===== config.mk =====
export PLATFORM = sky130hd
export DESIGN_NAME = pmx_pin_mux
export DESIGN_NICKNAME = d
export VERILOG_FILES = /design/src/common/pmx_pkg.sv /design/src/core/pmx_pin_cell.sv /design/src/core/pmx_pin_mux.sv
export SDC_FILE = /design/constraint.sdc
export NUM_CORES = 1
export LEC_CHECK = 0
export BUFFER_PORTS_ARGS = -buffer_cell sky130_fd_sc_hd__buf_2
export CORE_AREA = 2 2 418 420
export DETAILED_ROUTE_END_ITERATION = 12
export DIE_AREA = 0 0 420 422
export GPL_TIMING_DRIVEN = 0
export PLACE_DENSITY_LB_ADDON = 0.15
export SLEW_MARGIN = 20
export SYNTH_ARGS = -nofsm -noshare
export SYNTH_HDL_FRONTEND = slang
export SYNTH_SLANG_ARGS = --single-unit
export TNS_END_PERCENT = 10

===== constraint.sdc =====
create_clock -name mclk -period 2.7 [get_ports mclk]
set_input_delay 0 -clock mclk [delete_from_list [all_inputs] [get_ports mclk]]
set_output_delay 0 -clock mclk [all_outputs]
set_load 0.01 [all_outputs]

===== src/common/pmx_pkg.sv =====
package pmx_pkg;

    // =========================================================
    // pin counts and function codes
    localparam int PMX_PF_PINS = 16;
    localparam int PMX_PG_PINS = 16;
    localparam int PMX_PH_PINS = 8;
    localparam int PMX_ALTS = 4;
    localparam int PMX_DBUS_W = 16;

    typedef enum logic [2:0] {
        PMX_FN_GPIO = 3'h0,
        PMX_FN_ALT0 = 3'h1,
        PMX_FN_ALT1 = 3'h2,
        PMX_FN_ALT2 = 3'h3,
        PMX_FN_ALT3 = 3'h4
    } pmx_func_t;

    // =========================================================
    // fixed alternate slots of routed memory and video signals
    localparam int PMX_PPI_SLOT = 1;
    localparam int PMX_AMS2_PIN = 11;
    localparam int PMX_AMS2_SLOT = 1;
    localparam int PMX_AMS3_PIN = 15;
    localparam int PMX_AMS3_SLOT = 2;
    localparam int PMX_AOE_PIN = 4;
    localparam int PMX_AOE_SLOT = 1;
    localparam int PMX_ASYNC_READY_INPUT_PIN = 5;
    localparam int PMX_ASYNC_READY_INPUT_SLOT = 1;

    // =========================================================
    // i2c drive type field
    localparam logic [2:0] PMX_I2C_DT_RESET = 3'h0;
    localparam logic [2:0] PMX_I2C_DT_MAX = 3'h6;

    // =========================================================
    // carriers
    typedef struct packed {
        pmx_func_t func;
        logic gpio_out;
        logic gpio_dir;
        logic gpio_ien;
    } pmx_pin_cfg_t;

    typedef struct packed {
        logic [PMX_ALTS-1:0] out;
        logic [PMX_ALTS-1:0] oe;
    } pmx_pin_alt_t;

    typedef struct packed {
        logic [19:1] addr;
        logic [1:0] byte_en;
        logic [1:0] bank_sel;
        logic rd_en;
        logic wr_en;
        logic row_strobe;
        logic col_strobe;
        logic sd_wr_en;
        logic sd_clk_en;
        logic sd_addr10;
        logic sd_bank_sel;
    } pmx_emi_t;

    localparam pmx_emi_t PMX_EMI_RESET = '1;

    // =========================================================
    // state records
    typedef struct packed {
        logic out;
        logic oe;
        logic sync1;
        logic sync2;
    } pmx_cell_state_t;

    localparam pmx_cell_state_t PMX_CELL_RESET = '0;

    typedef struct packed {
        pmx_emi_t emi;
        logic emi_oe;
        logic [PMX_DBUS_W-1:0] dbus_out;
        logic dbus_oe;
        logic [PMX_DBUS_W-1:0] dbus_s1;
        logic [PMX_DBUS_W-1:0] dbus_s2;
        logic sda_oe;
        logic scl_oe;
        logic sda_s1;
        logic sda_s2;
        logic scl_s1;
        logic scl_s2;
        logic [2:0] drive_type;
    } pmx_top_state_t;

endpackage : pmx_pkg


===== src/core/pmx_pin_cell.sv =====
`timescale 1ns/1ps
`default_nettype none

module pmx_pin_cell
    import pmx_pkg::*;
#(
    parameter logic PULL_EXEMPT = 1'b0,
    parameter logic [PMX_ALTS-1:0] ALT_IDLE = 4'h0
)
(
    input wire logic mclk,
    input wire logic resetn,
    input wire logic hibernate,
    input wire pmx_pin_cfg_t cfg,
    input wire pmx_pin_alt_t alt,
    input wire logic pad_in,
    output logic pad_out,
    output logic pad_oe,
    output logic gpio_in,
    output logic [PMX_ALTS-1:0] alt_in
);

    pmx_cell_state_t st_reg;
    pmx_cell_state_t st_next;
    logic buf_on;

    // =========================================================
    // function select, one driver per pin
    always_comb
    begin
        st_next = st_reg;
        st_next.sync1 = pad_in;
        st_next.sync2 = st_reg.sync1;
        buf_on = PULL_EXEMPT;
        unique case (cfg.func)
            PMX_FN_ALT0:
            begin
                st_next.out = alt.out[0];
                st_next.oe = alt.oe[0];
                buf_on = 1'b1;
            end
            PMX_FN_ALT1:
            begin
                st_next.out = alt.out[1];
                st_next.oe = alt.oe[1];
                buf_on = 1'b1;
            end
            PMX_FN_ALT2:
            begin
                st_next.out = alt.out[2];
                st_next.oe = alt.oe[2];
                buf_on = 1'b1;
            end
            PMX_FN_ALT3:
            begin
                st_next.out = alt.out[3];
                st_next.oe = alt.oe[3];
                buf_on = 1'b1;
            end
            default:
            begin
                st_next.out = cfg.gpio_out;
                st_next.oe = cfg.gpio_dir;
                buf_on = PULL_EXEMPT | cfg.gpio_ien;
            end
        endcase
        if (hibernate)
        begin
            st_next.oe = 1'b0;
        end
    end

    // =========================================================
    // input steering, deselected inputs idle
    always_comb
    begin
        gpio_in = 1'b0;
        if (cfg.func == PMX_FN_GPIO || cfg.func > PMX_FN_ALT3)
        begin
            gpio_in = st_reg.sync2 & buf_on;
        end
        for (int k = 0; k < PMX_ALTS; k++)
        begin
            alt_in[k] = ALT_IDLE[k];
            if (cfg.func == pmx_func_t'(3'(k + 1)))
            begin
                alt_in[k] = st_reg.sync2;
            end
        end
    end

    // =========================================================
    // state register
    always_ff @(posedge mclk)
    begin
        if (!resetn)
        begin
            st_reg <= PMX_CELL_RESET;
        end
        else
        begin
            st_reg <= st_next;
        end
    end

    assign pad_out = st_reg.out;
    assign pad_oe = st_reg.oe;

endmodule : pmx_pin_cell

`default_nettype wire


===== src/core/pmx_pin_mux.sv =====
`timescale 1ns/1ps
`default_nettype none

module pmx_pin_mux
    import pmx_pkg::*;
(
    input wire logic mclk,
    input wire logic resetn,
    input wire logic hibernate,
    // crystal buffer
    input wire logic xtal_in,
    output logic crystal_buffer_out,
    // sdram clock
    output logic sdram_clock_out,
    output logic sdram_clock_out_oe,
    // memory controller side
    input wire pmx_emi_t emi_ctrl,
    input wire logic [PMX_DBUS_W-1:0] ext_data_wr,
    input wire logic ext_data_wr_en,
    output logic [PMX_DBUS_W-1:0] ext_data_rd,
    input wire logic [1:0] async_bank_select_hi,
    input wire logic async_output_enable,
    output logic async_ready_input,
    // memory pins
    output pmx_emi_t emi_pins,
    output logic emi_pins_oe,
    input wire logic [PMX_DBUS_W-1:0] ext_data_bus_in,
    output logic [PMX_DBUS_W-1:0] ext_data_bus_out,
    output logic ext_data_bus_oe,
    // parallel video port data
    input wire logic [PMX_PF_PINS-1:0] ppi_data_out,
    input wire logic [PMX_PF_PINS-1:0] ppi_data_oe,
    output logic [PMX_PF_PINS-1:0] ppi_data_in,
    // port f
    input wire pmx_pin_cfg_t [PMX_PF_PINS-1:0] portf_cfg,
    input wire pmx_pin_alt_t [PMX_PF_PINS-1:0] portf_alt,
    output logic [PMX_PF_PINS-1:0][PMX_ALTS-1:0] portf_alt_in,
    output logic [PMX_PF_PINS-1:0] portf_gpio_in,
    input wire logic [PMX_PF_PINS-1:0] portf_pad_in,
    output logic [PMX_PF_PINS-1:0] portf_pad_out,
    output logic [PMX_PF_PINS-1:0] portf_pad_oe,
    // port g
    input wire pmx_pin_cfg_t [PMX_PG_PINS-1:0] portg_cfg,
    input wire pmx_pin_alt_t [PMX_PG_PINS-1:0] portg_alt,
    output logic [PMX_PG_PINS-1:0][PMX_ALTS-1:0] portg_alt_in,
    output logic [PMX_PG_PINS-1:0] portg_gpio_in,
    input wire logic [PMX_PG_PINS-1:0] portg_pad_in,
    output logic [PMX_PG_PINS-1:0] portg_pad_out,
    output logic [PMX_PG_PINS-1:0] portg_pad_oe,
    // port h
    input wire pmx_pin_cfg_t [PMX_PH_PINS-1:0] porth_cfg,
    input wire pmx_pin_alt_t [PMX_PH_PINS-1:0] porth_alt,
    output logic [PMX_PH_PINS-1:0][PMX_ALTS-1:0] porth_alt_in,
    output logic [PMX_PH_PINS-1:0] porth_gpio_in,
    input wire logic [PMX_PH_PINS-1:0] porth_pad_in,
    output logic [PMX_PH_PINS-1:0] porth_pad_out,
    output logic [PMX_PH_PINS-1:0] porth_pad_oe,
    // i2c open drain pins
    input wire logic i2c_sda_pull_low,
    input wire logic i2c_scl_pull_low,
    input wire logic i2c_sda_pad_in,
    input wire logic i2c_scl_pad_in,
    output logic i2c_sda_pad_out,
    output logic i2c_sda_pad_oe,
    output logic i2c_scl_pad_out,
    output logic i2c_scl_pad_oe,
    output logic i2c_sda_in,
    output logic i2c_scl_in,
    // i2c drive type
    input wire logic [2:0] i2c_drive_type_sel,
    output logic [2:0] i2c_drive_type
);

    pmx_top_state_t st_reg;
    pmx_top_state_t st_next;
    pmx_top_state_t st_reset;

    pmx_pin_alt_t [PMX_PF_PINS-1:0] pf_alt;
    pmx_pin_alt_t [PMX_PG_PINS-1:0] pg_alt;
    pmx_pin_alt_t [PMX_PH_PINS-1:0] ph_alt;
    logic [PMX_PF_PINS-1:0][PMX_ALTS-1:0] pf_in;
    logic [PMX_PH_PINS-1:0][PMX_ALTS-1:0] ph_in;

    // =========================================================
    // reset image of the memory and i2c state
    always_comb
    begin
        st_reset = '0;
        st_reset.emi = PMX_EMI_RESET;
        st_reset.emi_oe = 1'b1;
        st_reset.drive_type = PMX_I2C_DT_RESET;
    end

    // =========================================================
    // next state of memory pins, data bus and i2c
    always_comb
    begin
        st_next = st_reg;
        st_next.emi = emi_ctrl;
        st_next.emi_oe = ~hibernate;
        st_next.dbus_out = ext_data_wr;
        st_next.dbus_oe = ext_data_wr_en & ~hibernate;
        st_next.dbus_s1 = ext_data_bus_in;
        st_next.dbus_s2 = st_reg.dbus_s1;
        st_next.sda_oe = i2c_sda_pull_low & ~hibernate;
        st_next.scl_oe = i2c_scl_pull_low & ~hibernate;
        st_next.sda_s1 = i2c_sda_pad_in;
        st_next.sda_s2 = st_reg.sda_s1;
        st_next.scl_s1 = i2c_scl_pad_in;
        st_next.scl_s2 = st_reg.scl_s1;
        if (i2c_drive_type_sel <= PMX_I2C_DT_MAX)
        begin
            st_next.drive_type = i2c_drive_type_sel;
        end
    end

    // =========================================================
    // state register
    always_ff @(posedge mclk)
    begin
        if (!resetn)
        begin
            st_reg <= st_reset;
        end
        else
        begin
            st_reg <= st_next;
        end
    end

    // =========================================================
    // memory, clock and i2c pin outputs
    // clock forwarded
    assign sdram_clock_out = mclk;
    assign sdram_clock_out_oe = st_reg.emi_oe;
    assign crystal_buffer_out = xtal_in;
    assign emi_pins = st_reg.emi;
    assign emi_pins_oe = st_reg.emi_oe;
    assign ext_data_bus_out = st_reg.dbus_out;
    assign ext_data_bus_oe = st_reg.dbus_oe;
    assign ext_data_rd = st_reg.dbus_s2;
    assign i2c_sda_pad_out = 1'b0;
    assign i2c_scl_pad_out = 1'b0;
    assign i2c_sda_pad_oe = st_reg.sda_oe;
    assign i2c_scl_pad_oe = st_reg.scl_oe;
    assign i2c_sda_in = st_reg.sda_s2;
    assign i2c_scl_in = st_reg.scl_s2;
    assign i2c_drive_type = st_reg.drive_type;

    // =========================================================
    // port f alternates, video data in its fixed slot
    always_comb
    begin
        pf_alt = portf_alt;
        portf_alt_in = pf_in;
        for (int n = 0; n < PMX_PF_PINS; n++)
        begin
            pf_alt[n].out[PMX_PPI_SLOT] = ppi_data_out[n];
            pf_alt[n].oe[PMX_PPI_SLOT] = ppi_data_oe[n];
            ppi_data_in[n] = pf_in[n][PMX_PPI_SLOT];
            portf_alt_in[n][PMX_PPI_SLOT] = 1'b0;
        end
    end

    // =========================================================
    // port g alternates, upper async bank selects
    always_comb
    begin
        pg_alt = portg_alt;
        pg_alt[PMX_AMS2_PIN].out[PMX_AMS2_SLOT] = async_bank_select_hi[0];
        pg_alt[PMX_AMS2_PIN].oe[PMX_AMS2_SLOT] = 1'b1;
        pg_alt[PMX_AMS3_PIN].out[PMX_AMS3_SLOT] = async_bank_select_hi[1];
        pg_alt[PMX_AMS3_PIN].oe[PMX_AMS3_SLOT] = 1'b1;
    end

    // =========================================================
    // port h alternates, async output enable and ready
    always_comb
    begin
        ph_alt = porth_alt;
        porth_alt_in = ph_in;
        ph_alt[PMX_AOE_PIN].out[PMX_AOE_SLOT] = async_output_enable;
        ph_alt[PMX_AOE_PIN].oe[PMX_AOE_SLOT] = 1'b1;
        ph_alt[PMX_ASYNC_READY_INPUT_PIN].oe[PMX_ASYNC_READY_INPUT_SLOT] = 1'b0;
        ph_alt[PMX_ASYNC_READY_INPUT_PIN].out[PMX_ASYNC_READY_INPUT_SLOT] = 1'b0;
        async_ready_input = ph_in[PMX_ASYNC_READY_INPUT_PIN][PMX_ASYNC_READY_INPUT_SLOT];
        porth_alt_in[PMX_ASYNC_READY_INPUT_PIN][PMX_ASYNC_READY_INPUT_SLOT] = 1'b0;
    end

    // =========================================================
    // port f pin cells
    // port f cells
    for (genvar i = 0; i < PMX_PF_PINS; i++)
    begin : g_pf
        pmx_pin_cell u_cell (
            .mclk(mclk),
            .resetn(resetn),
            .hibernate(hibernate),
            .cfg(portf_cfg[i]),
            .alt(pf_alt[i]),
            .pad_in(portf_pad_in[i]),
            .pad_out(portf_pad_out[i]),
            .pad_oe(portf_pad_oe[i]),
            .gpio_in(portf_gpio_in[i]),
            .alt_in(pf_in[i])
        );
    end

    // =========================================================
    // port g pin cells
    // port g cells
    for (genvar i = 0; i < PMX_PG_PINS; i++)
    begin : g_pg
        pmx_pin_cell u_cell (
            .mclk(mclk),
            .resetn(resetn),
            .hibernate(hibernate),
            .cfg(portg_cfg[i]),
            .alt(pg_alt[i]),
            .pad_in(portg_pad_in[i]),
            .pad_out(portg_pad_out[i]),
            .pad_oe(portg_pad_oe[i]),
            .gpio_in(portg_gpio_in[i]),
            .alt_in(portg_alt_in[i])
        );
    end

    // =========================================================
    // port h pin cells
    // port h cells
    for (genvar i = 0; i < PMX_PH_PINS; i++)
    begin : g_ph
        pmx_pin_cell u_cell (
            .mclk(mclk),
            .resetn(resetn),
            .hibernate(hibernate),
            .cfg(porth_cfg[i]),
            .alt(ph_alt[i]),
            .pad_in(porth_pad_in[i]),
            .pad_out(porth_pad_out[i]),
            .pad_oe(porth_pad_oe[i]),
            .gpio_in(porth_gpio_in[i]),
            .alt_in(ph_in[i])
        );
    end

endmodule : pmx_pin_mux

`default_nettype wire


; ---- Word-level counts from Yosys, hierarchy flattened
; Cells that the tools add are included.
[totals]
output_inout_bits = 374
regBits = 250
in_bits = 710
elab_cells = 830
[classes]
n_eq_ne = 160
n_reduce_logical = 121
order_cmp = 41
bitwise = 45
muxes = 280
[ops]
columns = cell, n
row1 = $pmux 2 s4, 40
row2 = $eq 3x2->1 const B, 80
row3 = $mux 1, 240
row4 = $reduce_or 4->1, 40
row5 = $eq 3x1->1 const B, 40
row6 = $eq 3x3->1 const B, 40
row7 = $gt 3x3->1 const B, 40
row8 = $logic_not 3->1, 40
row9 = $and 1x1->1, 43
row10 = $logic_or 1x1->1, 40
row11 = $le 3x3->1 const B, 1
row12 = $not 1->1, 2
row13 = $reduce_or 2->1, 1

; ---- Logic depth before layout (Yosys ltp)
[logic_depth]
word_depth = 5
depth_mapped = 6
ltp_nobuf = 5

; ---- By module
; A second synthesis with hierarchy kept.
[hier_totals]
cells_unflattened = 1660
hier_area_um2 = 14622.8
[modules_own_cells]
columns = module, seq_area_each_um2, cells_each, area_each_um2, n_inst
row1 = pmx_pin_cell, 80.1, 36, 300.3, 40
row2 = pmx_pin_mux, 1801.7, 220, 2611.3, 1

==> results by group <==
Yosys
  – Number of synthesized register bits: 250
  – EDFF count, synth: 0
  – Ranking of synthesized cells by area: dfxtp_1, nand3b_1, and2_1
  – Syn_area_per_cell: 8.55 µm²
  – Synth top area share: 33.9%
  – Cell taking the most area after synthesis: dfxtp_1
  – Gate Count Post-Synth: approximately 1700
  – Yosys warnings: 0
  – Netlist Area Pre-Place: between 0.01 and 0.015 mm²
  – Most frequent cell after synthesis: dfxtp_1
  – Prevailing post-synth register cell: dfxtp_1
  – Commonest cells in the netlist: dfxtp_1, and2_1, nand3b_1
  – FFs w/ async S/R, synth: 0%
  – Sequential share of the synthesized area: 33.9%
  – Yosys cell types: between 40 and 50

Timing
  – Fin Clk Skew: 16.4 ps
  – RSZ-0062 raised after global routing: no
  – Fin crit share: 87.2%
  – Relative slew slack: about two fifths
  – Fin crit period: ~2400 ps
  – Slew @ Worst Pin: between 900 and 1000 ps
  – Final WS setup: between 300 and 400 ps
  – Final Hold Viols: 0
  – Final setup viols: 0
  – Setup TNS: 0 ps
  – Slew Limit Fails: 0
  – Fmax: ~420 MHz

Floorplan
  – Top Ports: 1084
  – Die W: between 400 and 500 µm
  – Initial Utilization: between 8 and 9%
  – Site Rows: between 150 and 200
  – Die area: approximately 0.18 mm²
  – Die Span Y: ~420 µm
  – Core region area: 0.173 mm²

Pwr
  – Internal Power: between 8 and 9 mW
  – PwrDens: around 450 mW/mm²
  – Max rail drop VDD: ~0.5 mV
  – Combinational share of power: 21.9%
  – Leak: approximately 13 nW
  – Sequential share of power: between 30% and 40%
  – Total power draw: between 10 and 15 mW
  – Switching power: roughly 3.7 mW
  – Sw Ratio: just under 30%
  – Clock Power Share: 46.6%

Drt
  – WL met1: around 44 mm
  – Via count: roughly 18000
  – Post-Route WL: between 100 and 150 mm
  – Iteration-0 DRC Markers: 669
  – Wirelength per Cell: slightly below 20 µm
  – Wire length on met2: between 50 and 60 mm
  – Met3 wire length: around 6.8 mm
  – Top sig layer: met5
  – Post-route ant nets: 0
  – Post-route DRC: 0
  – Vias/cell: ~3.3
  – DR pass1 iterations: 5

Cells and area
  – Area Growth Syn to Fin: 91.8%
  – Final non-filler cell area: around 0.028 mm²
  – Final core utilization: 16.4%
  – Share of cells above drive strength 1: 40.5%
  – Nets: 3927
  – Max reg flops: 31

Setup path
  – Crit-path max FO: 10
  – Crit. End Element: flop
  – Crit path kind: in -> reg
  – Crit path from: resetn
  – Reg2reg path depth: 3
  – CP endpoint: g_pg[2].u_cell.pad_out
  – Critical path arrival: ~3000 ps
  – Reg-to-reg startpoint: i2c_drive_type[2]
  – WP data required: 3340 ps
  – Setup slack, reg-to-reg: 1560 ps
  – Worst setup SP type: input port
  – Reg-to-Reg End: i2c_drive_type[2]

Global route
  – Grt ovf: 0
  – Vias in the first global route: 18842
  – Largest net degree at the start of global routing: 11
  – First-pass GRT wire length: ~150 mm
  – Number of antenna violations at the first check in global routing: 39
  – Total GRT Usage: 11.8%

Placement
  – Dpl cell area: between 0.02 and 0.025 mm²
  – Final GP Congestion: roughly 0.88
  – Dpl ws: about 530 ps
  – Final HPWL from detailed placement: 92.3 mm
  – IO Port Bufs: between 900 and 1000

Job
  – Max-cap violations: 0

Clocking
  – Post-CTS setup buffer count: 0
  – Worst-skew pair later-pin latency: 710 ps
  – Clock tree from TritonCTS: done
  – CTS clk-pin slew, worst paths: ~50 ps

Hold path
  – Hold crit path type: in -> reg

Run status
  – Outcome: finished clean
[logic make-up after synthesis]
kind of cell / synth area share (%)
simple gates: 34.5
fa+ha+maj: 3.39
buf+inv: 10.8
other cells: 0.0254
compound gates: 17.0
mux: 0.390
flops: 33.9
[area by class of cell]
type,instances,area (µm²)
Multi-Input combinational cell,1248,8240
Fill cell,19985,145000
Clock buffer,60,1220
Tap cell,2325,2910
Timing Repair Buffer,1385,9100
Inverter,3,11.3
Antenna cell,19,47.5
Buffer,244,1580
Clock inverter,18,210
Sequential cell,250,5000
[cells in the final DEF, fill, tap and decap left out, types with 67 or more instances in the layout]
cell type         n
nand3b_1        151
and2_1          175
nor2_1          111
nand2b_1        131
buf_4           145
dfxtp_1         250
a21oi_1          75
buf_2          1030
o21ai_0          67
o311a_1         103
dlygate4sd3_1   434
nand2_1         114
nor3b_1          67
[metrics by stage]
stage	hold WS, ps	std cells
6_report	63.4	5552
5_1_grt	21.0	5541
4_1_cts	0.0946	5533
3_5_place_dp	181	5022
3_3_place_gp	181	5022
2_1_floorplan	47.5	1745
[worst max-delay path, stage by stage]
cell           delay, ps
dlygate4sd3_1        520
buf_4                250
clkbuf_1             710
o31ai_1              170
dlygate4sd3_1        610
a21oi_1              120
dlygate4sd3_1        550
[metal layers]
layer / vias up / GRT usage, %
met5: - / 0
met2: 551 / 21.4
met4: 18 / 2.48
met3: 125 / 3.26
met1: 8738 / 13.6
li1: 8877 / -
[power groups by stage]
stage          clock [mW]  sequential, mW  combinational, mW
2_1_floorplan      0.0305            4.05               1.05
5_1_grt              6.34            4.00               3.02
3_3_place_gp       0.0423            4.06               2.26
4_1_cts              6.25            3.98               2.82
3_5_place_dp       0.0423            4.06               2.25
6_report             5.88            3.98               2.76
[how the worst min path moves through the flow]
| stage | depth (start not counted) | slack (ps) | startpoint | to |
|---|---|---|---|---|
| after floorplan | 1 | 50 | portg_cfg[15] | portg_alt_in[9] |
| after global placement | 2 | 180 | mclk | sdram_clock_out |
| after detailed placement | 2 | 180 | mclk | sdram_clock_out |
| after CTS | 3 | 0.09 | emi_ctrl[7] | emi_pins[7] |
| after global routing | 3 | 20 | emi_ctrl[7] | emi_pins[7] |
| final | 3 | 60 | emi_ctrl[7] | emi_pins[7] |
[what timing repair did]
action / CTS / global route
hold buffers: 434 / 0
hold endpoints to repair: 199 / 0
resized for setup: 0 / 0
(Power assumes the default switching activity.)
